File: src/panel_timing_params.svh
// Purpose: register offsets, field positions and reset values of the panel timing block
// Assumes: byte addresses on a 12-bit APB address, one 32-bit word per register
// Notes: definitions only
`ifndef PANEL_TIMING_PARAMS_SVH
`define PANEL_TIMING_PARAMS_SVH

// register byte addresses
`define HALF_LINE_ADDR 12'h000
`define OFFSET_HS_ADDR 12'h004
`define LINE_CMP_ADDR 12'h008
`define IRQ_STATUS_ADDR 12'h00c
`define IRQ_ENABLE_ADDR 12'h010
`define LINE_POS_ADDR 12'h014
`define SIG_BASE_ADDR 12'h020
`define SIG_SPAN 12'h040

// timing word of each signal
`define START_LSB 0
`define WIDTH_LSB 16
// control word of each signal
`define MODE_LSB 0
`define REFSEL_BIT 2
`define INV_BIT 3
`define PIN_LSB 4
`define EDGE_BIT 8

// reset values
`define COUNT_RESET 11'h000
`define PIN_NONE 4'hf
`define IRQ_RESET 4'h0

`endif

File: src/panel_timing_pkg.sv
// Purpose: shared types of the panel timing block
// Assumes: nothing
// Notes: per-signal configuration travels as one packed struct
package panel_timing_pkg;

  // configuration of one timing signal
  typedef struct packed {
    logic [10:0] start;
    logic [10:0] width;
    logic [1:0] mode;
    logic refsel;
    logic inv;
    logic [3:0] pin;
    logic fall_edge;
  } sig_cfg_t;

  // sequence of one pulse generator
  typedef enum logic [2:0] {
    PS_IDLE = 3'b001,
    PS_WAIT = 3'b010,
    PS_PULSE = 3'b100
  } pulse_state_t;

endpackage

File: src/panel_timing_signal_gen.sv
// Purpose: panel drive timing generator with eight programmable signals and line interrupts
// Assumes: panel_clk, hsync_in and vsync_in are pins, sampled by pclk well above their rate
// Notes: APB3 slave, zero wait states; unmapped addresses answer with pslverr
//
// How it works
// - each signal other than the data enable starts its pulse a programmable 11-bit count after its reference edge.
// - each signal other than polarity a/b stays active for a programmable 11-bit width count.
// - polarity signals flip every line, first line then every second, or every second line.
// - a select bit picks the normal or the offset horizontal sync as reference.
// - an inversion bit turns each signal from active high to active low.
// - each signal is routed to one of seven timing pins or to none.
// - each signal launches on the rising or the falling panel clock edge as selected.
// - the data enable ignores the start setting and other fields it does not use.
// - a line interrupt is raised when the line position equals the programmed line.
// - the line compare value serves only the four line-type interrupts.
// - each interrupt source has its own enable that gates its delivery.
// - the offset horizontal sync follows the normal one by a programmable 11-bit count.
// - eight generators cover vertical a/b, horizontal start, strobe, gate clock, polarity a/b, data enable.
`timescale 1ns/100ps
`include "panel_timing_params.svh"
module panel_timing_signal_gen
  import panel_timing_pkg::*;
#(
  parameter int NUM_SIG = 8,
  parameter int NUM_PIN = 7
) (
  input wire logic pclk,
  input wire logic presetn,
  input wire logic [11:0] paddr,
  input wire logic psel,
  input wire logic penable,
  input wire logic pwrite,
  input wire logic [31:0] pwdata,
  output logic [31:0] prdata,
  output logic pready,
  output logic pslverr,
  input wire logic panel_clk,
  input wire logic hsync_in,
  input wire logic vsync_in,
  input wire logic [10:0] scaler0_line,
  input wire logic [10:0] scaler1_line,
  input wire logic [10:0] out_image_line,
  output logic [6:0] panel_timing_out_pin,
  output logic irq
);

  if (NUM_SIG != 8 || NUM_PIN != 7) begin : g_bad_count
    $error("the block serves exactly eight signals and seven pins");
  end

  // signal indices
  localparam int SIG_POL_A = 5;
  localparam int SIG_POL_B = 6;
  localparam int SIG_DE = 7;

  sig_cfg_t cfg [NUM_SIG];
  sig_cfg_t next_cfg [NUM_SIG];
  logic [10:0] half_cnt, next_half_cnt;
  logic [10:0] offset_cnt, next_offset_cnt;
  logic [10:0] line_cmp, next_line_cmp;
  logic [3:0] irq_status, next_irq_status;
  logic [3:0] irq_enable, next_irq_enable;
  logic [31:0] next_prdata;
  logic next_pslverr;
  logic [3:0] line_ev;

  // pin synchronisers: {vsync, hsync, panel clock}
  logic [2:0] sync1, sync2;
  always_ff @(posedge pclk or negedge presetn) begin
    if (!presetn) begin
      sync1 <= 3'h0;
      sync2 <= 3'h0;
    end else begin
      sync1 <= {vsync_in, hsync_in, panel_clk};
      sync2 <= sync1;
    end
  end

  // edge finding on the synchronised pins
  logic clk_last, hs_last, vs_last;
  logic next_clk_last, next_hs_last, next_vs_last;
  logic p_rise, p_fall, hs_rise, vs_rise;
  always_comb begin
    p_rise = sync2[0] & ~clk_last;
    p_fall = ~sync2[0] & clk_last;
    hs_rise = p_rise & sync2[1] & ~hs_last;
    vs_rise = p_rise & sync2[2] & ~vs_last;
    next_clk_last = sync2[0];
    next_hs_last = p_rise ? sync2[1] : hs_last;
    next_vs_last = p_rise ? sync2[2] : vs_last;
  end

  // horizontal position in panel clocks since the normal sync
  logic [10:0] hcnt, next_hcnt, pos;
  logic pos_valid, off_ev, half_ev;
  logic [10:0] line_pos, next_line_pos;
  logic [1:0] vpend, next_vpend;
  logic [1:0] vref;
  always_comb begin
    pos = hs_rise ? 11'h000 : ((hcnt == 11'h7ff) ? hcnt : hcnt + 11'h001);
    pos_valid = hs_rise | (hcnt != 11'h7ff);
    off_ev = p_rise & pos_valid & (pos == offset_cnt);
    half_ev = p_rise & pos_valid & ((pos == 11'h000) | (pos == half_cnt));
    next_hcnt = p_rise ? pos : hcnt;
    // vertical signals start from the first selected sync of a frame
    vref[0] = hs_rise & (vpend[0] | vs_rise);
    vref[1] = off_ev & (vpend[1] | vs_rise);
    next_vpend = vs_rise ? 2'h3 : vpend;
    next_vpend = next_vpend & ~vref;
    next_line_pos = vs_rise ? 11'h000 : (hs_rise ? line_pos + 11'h001 : line_pos);
  end

  always_ff @(posedge pclk or negedge presetn) begin
    if (!presetn) begin
      clk_last <= 1'b0;
      hs_last <= 1'b0;
      vs_last <= 1'b0;
      hcnt <= 11'h7ff;
      vpend <= 2'h0;
      line_pos <= `COUNT_RESET;
    end else begin
      clk_last <= next_clk_last;
      hs_last <= next_hs_last;
      vs_last <= next_vs_last;
      hcnt <= next_hcnt;
      vpend <= next_vpend;
      line_pos <= next_line_pos;
    end
  end

  // eight generators; signals 0 and 1 are vertical
  logic [NUM_SIG-1:0] gen_level, launch, next_launch;
  for (genvar i = 0; i < NUM_SIG; i++) begin : g_sig
    localparam bit VERT = (i < 2);
    logic tick_i, ref_i;
    always_comb begin
      tick_i = VERT ? half_ev : p_rise;
      if (VERT) begin
        ref_i = cfg[i].refsel ? vref[1] : vref[0];
      end else begin
        ref_i = cfg[i].refsel ? off_ev : hs_rise;
      end
    end
    tcon_pulse_gen #(
      .IS_POL(i == SIG_POL_A || i == SIG_POL_B),
      .USE_START(i != SIG_DE),
      .CW(11)
    ) u_gen (
      .pclk(pclk),
      .presetn(presetn),
      .tick(tick_i),
      .ref_ev(ref_i),
      .frame_ev(vs_rise),
      .cfg(cfg[i]),
      .level(gen_level[i])
    );
  end

  // launch each signal on its chosen panel clock edge, with its polarity
  always_comb begin
    for (int i = 0; i < NUM_SIG; i++) begin
      next_launch[i] = launch[i];
      if (cfg[i].fall_edge ? p_fall : p_rise) begin
        next_launch[i] = gen_level[i] ^ cfg[i].inv;
      end
    end
  end

  // pin routing; a pin with several sources shows their OR
  logic [NUM_PIN-1:0] next_pins;
  always_comb begin
    for (int p = 0; p < NUM_PIN; p++) begin
      next_pins[p] = 1'b0;
      for (int i = 0; i < NUM_SIG; i++) begin
        if (cfg[i].pin == 4'(p)) begin
          next_pins[p] = next_pins[p] | launch[i];
        end
      end
    end
  end

  always_ff @(posedge pclk or negedge presetn) begin
    if (!presetn) begin
      launch <= '0;
      panel_timing_out_pin <= 7'h00;
    end else begin
      launch <= next_launch;
      panel_timing_out_pin <= next_pins;
    end
  end

  // line position match: fires once when a position changes onto the compare value
  function automatic logic line_hit(input logic [10:0] prev, input logic [10:0] cur,
                                    input logic [10:0] cmp);
    line_hit = (cur != prev) && (cur == cmp);
  endfunction

  logic [10:0] s0_prev, s1_prev, oi_prev;
  always_comb begin
    line_ev[0] = line_hit(line_pos, next_line_pos, line_cmp);
    line_ev[1] = line_hit(s0_prev, scaler0_line, line_cmp);
    line_ev[2] = line_hit(s1_prev, scaler1_line, line_cmp);
    line_ev[3] = line_hit(oi_prev, out_image_line, line_cmp);
  end

  always_ff @(posedge pclk or negedge presetn) begin
    if (!presetn) begin
      s0_prev <= `COUNT_RESET;
      s1_prev <= `COUNT_RESET;
      oi_prev <= `COUNT_RESET;
    end else begin
      s0_prev <= scaler0_line;
      s1_prev <= scaler1_line;
      oi_prev <= out_image_line;
    end
  end

  // signal register decode: {hit, index, control word}
  function automatic logic [4:0] sig_decode(input logic [11:0] addr);
    logic [11:0] off;
    off = addr - `SIG_BASE_ADDR;
    sig_decode = {(addr >= `SIG_BASE_ADDR) && (off < `SIG_SPAN) && (addr[1:0] == 2'h0),
                  off[5:3], off[2]};
  endfunction

  // read multiplexer: {valid, data}
  function automatic logic [32:0] read_word(input logic [11:0] addr);
    logic [4:0] dec;
    logic [31:0] d;
    dec = sig_decode(addr);
    d = 32'h0000_0000;
    read_word = {1'b1, d};
    if (dec[4]) begin
      if (dec[0]) begin
        d[`MODE_LSB +: 2] = cfg[dec[3:1]].mode;
        d[`REFSEL_BIT] = cfg[dec[3:1]].refsel;
        d[`INV_BIT] = cfg[dec[3:1]].inv;
        d[`PIN_LSB +: 4] = cfg[dec[3:1]].pin;
        d[`EDGE_BIT] = cfg[dec[3:1]].fall_edge;
      end else begin
        d[`START_LSB +: 11] = cfg[dec[3:1]].start;
        d[`WIDTH_LSB +: 11] = cfg[dec[3:1]].width;
      end
      read_word = {1'b1, d};
    end else begin
      case (addr)
        `HALF_LINE_ADDR: read_word = {1'b1, 21'h000000, half_cnt};
        `OFFSET_HS_ADDR: read_word = {1'b1, 21'h000000, offset_cnt};
        `LINE_CMP_ADDR: read_word = {1'b1, 21'h000000, line_cmp};
        `IRQ_STATUS_ADDR: read_word = {1'b1, 28'h0000000, irq_status};
        `IRQ_ENABLE_ADDR: read_word = {1'b1, 28'h0000000, irq_enable};
        `LINE_POS_ADDR: read_word = {1'b1, 21'h000000, line_pos};
        default: read_word = {1'b0, 32'h0000_0000};
      endcase
    end
  endfunction

  // register writes and interrupt status
  logic wr;
  logic [4:0] wdec;
  logic [32:0] rword;
  always_comb begin
    wr = psel & penable & pwrite;
    rword = read_word(paddr);
    wdec = sig_decode(paddr);
    next_cfg = cfg;
    next_half_cnt = half_cnt;
    next_offset_cnt = offset_cnt;
    next_line_cmp = line_cmp;
    next_irq_enable = irq_enable;
    next_irq_status = irq_status;
    if (wr && wdec[4] && wdec[0]) begin
      next_cfg[wdec[3:1]].mode = pwdata[`MODE_LSB +: 2];
      next_cfg[wdec[3:1]].refsel = pwdata[`REFSEL_BIT];
      next_cfg[wdec[3:1]].inv = pwdata[`INV_BIT];
      next_cfg[wdec[3:1]].pin = pwdata[`PIN_LSB +: 4];
      next_cfg[wdec[3:1]].fall_edge = pwdata[`EDGE_BIT];
    end else if (wr && wdec[4]) begin
      next_cfg[wdec[3:1]].start = pwdata[`START_LSB +: 11];
      next_cfg[wdec[3:1]].width = pwdata[`WIDTH_LSB +: 11];
    end else if (wr) begin
      case (paddr)
        `HALF_LINE_ADDR: next_half_cnt = pwdata[10:0];
        `OFFSET_HS_ADDR: next_offset_cnt = pwdata[10:0];
        `LINE_CMP_ADDR: next_line_cmp = pwdata[10:0];
        `IRQ_STATUS_ADDR: next_irq_status = irq_status & ~pwdata[3:0];
        `IRQ_ENABLE_ADDR: next_irq_enable = pwdata[3:0];
        default: next_irq_status = irq_status;
      endcase
    end
    next_irq_status = next_irq_status | line_ev; // set wins over clear
    // read data and error are captured in the setup cycle
    {next_pslverr, next_prdata} = {pslverr, prdata};
    if (psel && !penable) begin
      next_pslverr = ~rword[32];
      next_prdata = pwrite ? 32'h0000_0000 : rword[31:0];
    end
  end

  always_ff @(posedge pclk or negedge presetn) begin
    if (!presetn) begin
      for (int i = 0; i < NUM_SIG; i++) begin
        cfg[i] <= '{start: `COUNT_RESET, width: `COUNT_RESET, mode: 2'h0, refsel: 1'b0,
                    inv: 1'b0, pin: `PIN_NONE, fall_edge: 1'b0};
      end
      half_cnt <= `COUNT_RESET;
      offset_cnt <= `COUNT_RESET;
      line_cmp <= `COUNT_RESET;
      irq_status <= `IRQ_RESET;
      irq_enable <= `IRQ_RESET;
      prdata <= 32'h0000_0000;
      pslverr <= 1'b0;
    end else begin
      cfg <= next_cfg;
      half_cnt <= next_half_cnt;
      offset_cnt <= next_offset_cnt;
      line_cmp <= next_line_cmp;
      irq_status <= next_irq_status;
      irq_enable <= next_irq_enable;
      prdata <= next_prdata;
      pslverr <= next_pslverr;
    end
  end

  assign pready = 1'b1;
  assign irq = |(irq_status & irq_enable);

  // panel clocks since the last normal sync, for the checks only
  logic [11:0] clocks_since_hs;
  always_ff @(posedge pclk or negedge presetn) begin
    if (!presetn) begin
      clocks_since_hs <= 12'hfff;
    end else if (hs_rise) begin
      clocks_since_hs <= 12'h000;
    end else if (p_rise && clocks_since_hs != 12'hfff) begin
      clocks_since_hs <= clocks_since_hs + 12'h001;
    end
  end

  for (genvar i = 0; i < NUM_SIG; i++) begin : g_chk

  end
  for (genvar p = 0; p < NUM_PIN; p++) begin : g_pin_chk
    logic routed;
    always_comb begin
      routed = 1'b0;
      for (int i = 0; i < NUM_SIG; i++) begin
        routed = routed | (cfg[i].pin == 4'(p));
      end
    end

  end
endmodule

File: src/tcon_pulse_gen.sv
// Purpose: one programmable timing pulse with start delay, width and polarity pattern
// Assumes: tick, ref_ev and frame_ev are one-cycle strobes on pclk
// Notes: ref_ev restarts the sequence even while a pulse is still running
`timescale 1ns/100ps
`include "panel_timing_params.svh"
module tcon_pulse_gen
  import panel_timing_pkg::*;
#(
  parameter bit IS_POL = 1'b0,
  parameter bit USE_START = 1'b1,
  parameter int CW = 11
) (
  input wire logic pclk,
  input wire logic presetn,
  input wire logic tick,
  input wire logic ref_ev,
  input wire logic frame_ev,
  input wire sig_cfg_t cfg,
  output logic level
);

  localparam logic [CW-1:0] ONE = CW'(1);

  if (CW != $bits(cfg.start)) begin : g_bad_width
    $error("counter width must match the 11-bit start and width fields");
  end

  pulse_state_t state, next_state;
  logic [CW-1:0] cnt, next_cnt;
  logic pol, next_pol;
  logic lidx, next_lidx;
  logic hit;

  // flip decision of the polarity pattern for the current line parity
  function automatic logic pol_flip(input logic [1:0] mode, input logic odd_line);
    case (mode)
      2'h2: pol_flip = ~odd_line; // first line, then every second line
      2'h3: pol_flip = odd_line;  // every second line
      default: pol_flip = 1'b1;   // every line
    endcase
  endfunction

  // start delay and width counting
  always_comb begin
    next_state = state;
    next_cnt = cnt;
    hit = 1'b0;
    if (ref_ev) begin
      if (USE_START && cfg.start != `COUNT_RESET) begin
        next_state = PS_WAIT;
        next_cnt = cfg.start;
      end else begin
        hit = 1'b1;
      end
    end else begin
      case (state)
        PS_WAIT: begin
          if (tick) begin
            if (cnt == ONE) begin
              hit = 1'b1;
            end else begin
              next_cnt = cnt - ONE;
            end
          end
        end
        PS_PULSE: begin
          if (tick) begin
            if (cnt == ONE) begin
              next_state = PS_IDLE;
            end else begin
              next_cnt = cnt - ONE;
            end
          end
        end
        default: begin
          next_state = PS_IDLE;
        end
      endcase
    end
    if (hit) begin
      next_state = (cfg.width != `COUNT_RESET) ? PS_PULSE : PS_IDLE;
      next_cnt = cfg.width;
    end
  end

  // polarity pattern, stepped once per line at the start position
  always_comb begin
    next_pol = pol;
    next_lidx = lidx;
    if (frame_ev) begin
      next_lidx = 1'b0;
    end
    // a start of at least one keeps the frame restart apart from the flip
    if (hit) begin
      if (pol_flip(cfg.mode, lidx)) begin
        next_pol = ~pol;
      end
      next_lidx = ~lidx;
    end
  end

  // state registers
  always_ff @(posedge pclk or negedge presetn) begin
    if (!presetn) begin
      state <= PS_IDLE;
      cnt <= `COUNT_RESET;
      pol <= 1'b0;
      lidx <= 1'b0;
    end else begin
      state <= next_state;
      cnt <= next_cnt;
      pol <= next_pol;
      lidx <= next_lidx;
    end
  end

  assign level = IS_POL ? pol : (state == PS_PULSE);

  // ticks seen since the last reference, for the checks only
  logic [CW:0] ticks_seen;
  always_ff @(posedge pclk or negedge presetn) begin
    if (!presetn) begin
      ticks_seen <= '0;
    end else if (ref_ev) begin
      ticks_seen <= '0;
    end else if (tick && ticks_seen != '1) begin
      ticks_seen <= ticks_seen + (CW+1)'(1);
    end
  end
endmodule
File: config.mk
export PLATFORM = sky130hd
export DESIGN_NAME = panel_timing_signal_gen
export DESIGN_NICKNAME = d
export VERILOG_FILES = /design/src/panel_timing_pkg.sv /design/src/panel_timing_signal_gen.sv /design/src/tcon_pulse_gen.sv
export VERILOG_INCLUDE_DIRS = /design/src
export SDC_FILE = /design/constraint.sdc
export NUM_CORES = 1
export LEC_CHECK = 0
export ABC_AREA = 1
export BUFFER_PORTS_ARGS = -buffer_cell sky130_fd_sc_hd__buf_2
export CORE_ASPECT_RATIO = 2
export CORE_MARGIN = 2
export CORE_UTILIZATION = 39
export DETAILED_ROUTE_END_ITERATION = 10
export HOLD_SLACK_MARGIN = 0.06
export PLACE_DENSITY_LB_ADDON = 0.12
export SYNTH_ARGS = -nofsm -noshare
export SYNTH_HDL_FRONTEND = slang
export SYNTH_SLANG_ARGS = --single-unit
File: constraint.sdc
create_clock -name pclk -period 2.9 [get_ports pclk]
set_clock_uncertainty 0.1 [all_clocks]
set_input_delay 0.435 -clock pclk [delete_from_list [all_inputs] [get_ports pclk]]
set_output_delay 0.435 -clock pclk [all_outputs]
set_load 0.02 [all_outputs]
# Word-level counts from Yosys, hierarchy flattened
# Cells that the tools add are included.
# totals
out_inout_bits	42
romBits	0
memories	0
elab_cells	691
latch_bits	0
reg_bits	519
mem_bits_rw	0
# op_classes
shift	0
n_mux	261
mul	0
n_reduce_logical	87
n_div	0
addsub	11
n_eq_ne	133
magnitude_cmp	4
bitwise_logic	92
# ops
cell	count
bitwise mux 248 bit	7
demux 31 bit (select 3 bit)	7
two-way mux 11 bit	52
two-way mux 248 bit	2
one-hot mux 33 bit (6 select lines)	1
nonzero test 11 bit	15
two-way mux 3 bit	47
two-way mux 1 bit	117
== test 4 x 3 -> 1 bit, second input constant	24
binary-select mux 31 bit (select 3 bit)	1
two-way mux 31 bit	3
== test 11 x 1 -> 1 bit, second input constant	8
subtractor 11 x 1 -> 11 bit, second input constant	8
AND reduction 4 bit	20
== test 11 bit	6
== test 4 x 2 -> 1 bit, second input constant	16
OR 1 bit	53
one-hot mux 3 bit (2 select lines)	8
inequality test 11 bit	4
inequality test 3 x 2 -> 1 bit, second input constant	14
nonzero test 3 bit	14
inequality test 4 bit, second input constant	10
two-way mux 33 bit	1
== test 4 x 1 -> 1 bit, second input constant	8
other kinds (47)	142

# Logic depth before layout (Yosys ltp)
# logic_depth
ltp_word	16
depth_mapped	23

# Modules after synthesis
# From an unflattened synthesis, not the netlist that was laid out.
# hier_totals
cells_unflattened	3989
hier_area_um2	29843.6
# by_module_without_submodules
module	area_each_um2	cells_each	instances
panel_timing_signal_gen	19772.7	2365	1
tcon_pulse_gen at g_sig[0].u_gen ...	1273.7	209	5
tcon_pulse_gen at g_sig[5].u_gen	1405.1	224	1
tcon_pulse_gen at g_sig[6].u_gen	1401.3	220	1
tcon_pulse_gen at g_sig[7].u_gen	895.9	135	1

# Worst setup path after synthesis
# Ideal clock, no wire load.
# synth_timing
kind	flip-flop to flip-flop
startpoint	reg hcnt[0]
endpoint	reg g_sig[4].u_gen.cnt[3]
path_stages_with_launch	22
required_ns	2.683
setup_ns	0.117
synth_period_minus_slack_ns	2.819
arrival_ns	2.602
slack_ns	0.081
cell_sequence	dfstp_2 > ha_1 > nand2_1 > nor2_4 > nand3_4 > nand2_1 > nand2_1 > nand2_1 > nand2_1 > nor2_1 > nand2_1 > nor2_4 > nand2_4 > nand2_2 > nand2_4 > nand2_1 > nand2_2 > nor2_1 > nor2_1 > buf_4 > nand2_1 > nand2_1
# synth_between
elab_chain_cells	9
elab_cells_between_ends	18
# synth_rtl
element	line_no	text
start: declaration	panel_timing_signal_gen.sv:94	logic [10:0] hcnt, next_hcnt, pos;
start signal: assignment	panel_timing_signal_gen.sv:125	hcnt <= next_hcnt;
adder 11 x 1 -> 11 bit / == test 11 bit (equally long branches)	panel_timing_signal_gen.sv:100	pos = hs_rise ? 11'h000 : ((hcnt == 11'h7ff) ? hcnt : hcnt + 11'h001);
two-way mux 11 bit (2 in a row)	panel_timing_signal_gen.sv:100	
== test 11 bit	panel_timing_signal_gen.sv:102	off_ev = p_rise & pos_valid & (pos == offset_cnt);
bitwise AND 1 bit (*)	panel_timing_signal_gen.sv:102	
two-way mux 1 bit (*)	panel_timing_signal_gen.sv:141	ref_i = cfg[i].refsel ? off_ev : hs_rise;
two-way mux 1 bit	tcon_pulse_gen.sv:48	if (ref_ev) begin
inequality test 3 x 1 -> 1 bit (no source line), or another cell as far along	n/a	
AND reduction 4 bit (no source line)	n/a	
end signal: assignment	tcon_pulse_gen.sv:106	cnt <= `COUNT_RESET;
end signal: assignment	tcon_pulse_gen.sv:111	cnt <= next_cnt;
end: declaration	tcon_pulse_gen.sv:29	logic [CW-1:0] cnt, next_cnt;
# Mark *: on every way between the ends. The rest lies on a longest branch, timed or not.
# A chain may end at the register's enable or synchronous reset.

# Worst setup path in the final report
# layout_timing
startpoint	reg hcnt[0]
endpoint	reg g_sig[4].u_gen.cnt[10]
# Same word-level chain as after synthesis.

==> results.md <==
Status:
- The run finished, with violations left.
- The final reports fail on negative setup slack.

Route:
- The detailed-routing iteration count for the pre-antenna-repair pass is 6.
- The total vias in the final route is 26630.
- In this run the remaining antenna-violating nets after routing total 0.
- The initial detailed-routing violation count is 1698.
- The wire length reported by the detailed router is 113300 um.
- The detail-routed via count per cell is 5.347.
- The remaining routing DRC violations is 0.
- After detailed routing, the average wire length per cell comes to 22.75 um.

Worst setup path:
- The type of destination of the critical path is a flop.
- The element type at the critical path start is a flop.
- At the worst endpoint, the arrival time is 3.61 ns.
- The data required time of the worst path is 3.35 ns.
- The critical path is of the reg2reg type.
- The top fanout value on the critical path is 7.

Flow run:
- Across the run, the number of max-cap violations was 0.

Synth:
- In the post-synthesis netlist, the biggest area contributors are dfrtp_1, nand2_1, inv_1.
- The leading area contributor after synthesis is dfrtp_1.
- The dominant synthesized flop cell is dfrtp_1.
- The distinct cell type count of the synthesized netlist is 62.
- Dividing the synthesized area by the synthesized cell count gives 7.723 um2.
- The synthesized netlist cell count is 3677.
- The number of flip-flops and latches in the synthesized netlist is 508.
- In the synthesized netlist the async set-or-reset flop fraction comes to 100.0%.
- The synthesis warning total is 0.
- The sequential cell area fraction in the yosys report is 44.99%.
- The area share of the leading cell type in the synthesized netlist is 40.27%.
- The synthesized netlist occupies a cell area of 28400 um2.
- The synthesized design contains 0 enable-type register cells.

Timing:
- The final-report hold violation count is 0.
- The post-layout minimum cycle time is 3.160 ns.
- In this run the tightest slew margin relative to its limit is 35.98%.
- Setup violations remaining at the end of the flow were counted as 110.
- The actual slew at the worst max-slew pin is 0.9592 ns.
- In the finished design, the share of the clock period the worst path needs comes to 109.0%.
- The highest clock frequency the design can meet is 0.3164 GHz.
- Setup repair after global routing could not meet its margin everywhere.
- After layout, the worst setup slack is -0.2601 ns.
- The number of max-slew violations in the final report is 0.

Cells and area:
- After the last flow step, the layout net total stands at 4119.
- After routing the design area is 35290 um2.
- Leaving out fill and tap cells, the most frequent cells in the layout are nand2_1, inv_1, dfrtp_1.
- The number of filler cells placed in the layout is 7183.
- The layout overhead on the synthesized area is 24.26%.
- Cells with a size suffix above 1 make up 18.71% of the layout.
- The library cell used most frequently in the layout, excluding fill and tap cells, is nand2_1.

Floorplanning:
- The die covers 75120 um2.
- The initial utilization of the core area, before any placement, comes to 39.16%.
- The core footprint is 72520 um2.
- Measured along the y axis, the die boundary spans 385.6 um.
- In this run the horizontal extent of the chip is 194.8 um.
- The floorplan has 140 rows.
- The number of primary I/O pins is 127.

Power and ir drop:
- The fraction of power consumed by sequential logic is 37.4%.
- The internal power of the cells is 0.01458 W.
- After layout, the design draws a total of 0.02240 W.
- IR analysis of the VDD net gives a maximum drop of 0.5350 mV.
- The leakage dissipation is 18.03 nW.
- The combinational group share of total power is 31.1%.
- The total power per unit cell area is 634.9 nW/um2.
- In this run switching power makes up 34.92% of total power.
- The total net switching power is 0.007824 W.
- The share of total power dissipated in the clock network is 31.5%.

Clock network:
- The deepest clock path buffer count is 3.
- TritonCTS built the clock tree.
- The clock insertion delay at the later pin of the skew report is 0.64 ns.
- The CTS sink count is 508.
- The H-tree depth is 2.
- The number of buffers created by CTS is 50.
- The clock root buffer is clkbuf_16.
- Clock-pin slew was measured on the worst setup and hold paths at 0.07 ns.

GRT:
- The total global routing track utilization is 29.88%.
- The number of antenna violations at the first check in global routing came to 3.
- The via count of the first global-routing pass is 26710.
- Entering global routing, the biggest net connects 80 pins.
- The first global-routing pass estimated 166100 um of wire.
- The total congestion overflow is 0.

Placement:
- The half-perimeter wire length after placement is 86980 um.
- At the placement stage, the worst setup path has a slack of -0.4947 ns.
- The number of buffer cells added on primary ports is 105.
- The final weighted congestion of routability-driven global placement is 0.9693.
- The placement-stage cell area is 31740 um2.

Min path:
- The min-delay analysis places its worst path in the category in2reg.
==> cell usage after synthesis (16+ instances only) <==
library cell	instances
a21oi_1	130
a221oi_1	18
a32o_1	19
buf_2	33
buf_4	22
clkbuf_1	107
dfrtp_1	457
dfstp_2	51
ha_1	19
inv_1	496
mux2i_1	88
nand2_1	873
nand3_1	237
nand4_1	60
nor2_1	326
nor3_1	53
nor4_1	50
o2111ai_1	20
o211ai_1	16
o21ai_0	227
o22ai_1	53
or2_2	26
xnor2_1	33
xor2_1	96
==> final timing paths <==
| check | slack (ns) | to | depth (start not counted) | startpoint |
|---|---|---|---|---|
| min reg2reg | 0.25 | sync2[0] | 0 | sync1[0] |
| max in group asynchronous | 1.49 | g_sig[5].u_gen.state[0] | 3 | presetn |
| min in group asynchronous | 0.21 | sync1[0] | 2 | presetn |
| max reg2reg | -0.26 | g_sig[4].u_gen.cnt[10] | 20 | hcnt[0] |
| min | 0.10 | cfg[161] | 3 | pwdata[2] |
| max | -0.26 | g_sig[4].u_gen.cnt[10] | 20 | hcnt[0] |
==> through the flow <==
stage                     hold WS [ns]  cells  setup TNS, ns  utilization (%)
after global routing           0.07570   4979         -33.58            48.66
after floorplan                0.03941   3686              0                -
after CTS                      0.07510   4962         -12.85            47.61
final                           0.1048   4980         -18.22            48.66
after global placement          0.2348   4816         -30.36            43.77
after detailed placement        0.2362   4816         -34.48            43.77
==> state kept, by name, summed over array words and instances (netlist names), 2 cells and up <==
| signal | count |
|---|---|
| cfg | 248 |
| g_sig.u_gen.cnt | 88 |
| g_sig.u_gen.level | 2 |
| g_sig.u_gen.lidx | 2 |
| g_sig.u_gen.state | 23 |
| half_cnt | 11 |
| hcnt | 11 |
| irq_enable | 4 |
| irq_status | 4 |
| launch | 8 |
| line_cmp | 11 |
| line_pos | 11 |
| offset_cnt | 11 |
| oi_prev | 11 |
| panel_timing_out_pin | 7 |
| prdata | 22 |
| s0_prev | 11 |
| s1_prev | 11 |
| sync1 | 3 |
| sync2 | 3 |
| vpend | 2 |
==> power by group through the flow <==
stage                     clock network, W  logic, W  registers, W
after floorplan                          0   0.00417       0.00830
after global placement                   0   0.00613       0.00848
after detailed placement                 0   0.00612       0.00848
after CTS                          0.00720   0.00651       0.00837
after global routing               0.00744   0.00777       0.00847
final                              0.00705   0.00697       0.00839
==> cells by family after synthesis <==
group                      synth area share [%]
buffers and inverters                     9.517
adders and majority gates                0.8371
and+or+nand+nor                           25.49
other                                   0.02645
xor gates and xnor gates                  3.979
muxes                                     3.141
AOI/OAI and AO/OA                         12.02
DFF                                       44.99
==> routing by layer <==
metal  GRT usage, %  vias to the layer above  wire length [um]
met5              0                        -                 0
met4          23.07                        0             10060
met3          3.177                      323              4478
met2          56.73                      836             60200
met1          29.62                    12800             38570
li1               -                    12670                 -
==> cell type report <==
cell class	count	area (um2)	share of cell area, %
multi-input combinational	2496	13830	39.20
sequential	508	12780	36.21
timing repair buffer	438	3812	10.80
inverter	520	1991	5.641
clock buffer	75	1445	4.095
tap	923	1155	3.273
clock inverter	18	265.3	0.7517
timing repair inverter	1	7.507	0.02127
antenna	1	2.502	0.007091
==> worst max-delay path: stages, from the launching register on <==
cell and delay [ns]:
dfstp_2 0.56, ha_4 0.17, nand2_4 0.05, nor2_4 0.18, nand2_1 0.10, nand2_2 0.09, nand3_4 0.08, buf_6 0.13
nand3_1 0.07, nand4_1 0.21, nor2_4 0.24, nand2_4 0.16, nand2_4 0.12, nand2_4 0.07, nand2_2 0.06, nand2_2 0.07
buf_12 0.15, o21ai_4 0.20, clkbuf_16 0.19, nand2_1 0.04, nand2_1 0.05
==> timing repair <==
item,in CTS,in global routing
pin swaps,34,43
hold endpoints to repair,112,0
gates cloned,3,8
endpoints found under the setup margin,113,116
setup buffers,5,9
resized for setup,140,147
hold buffers,46,0
Note: power is estimated with default switching activity, not from simulation.
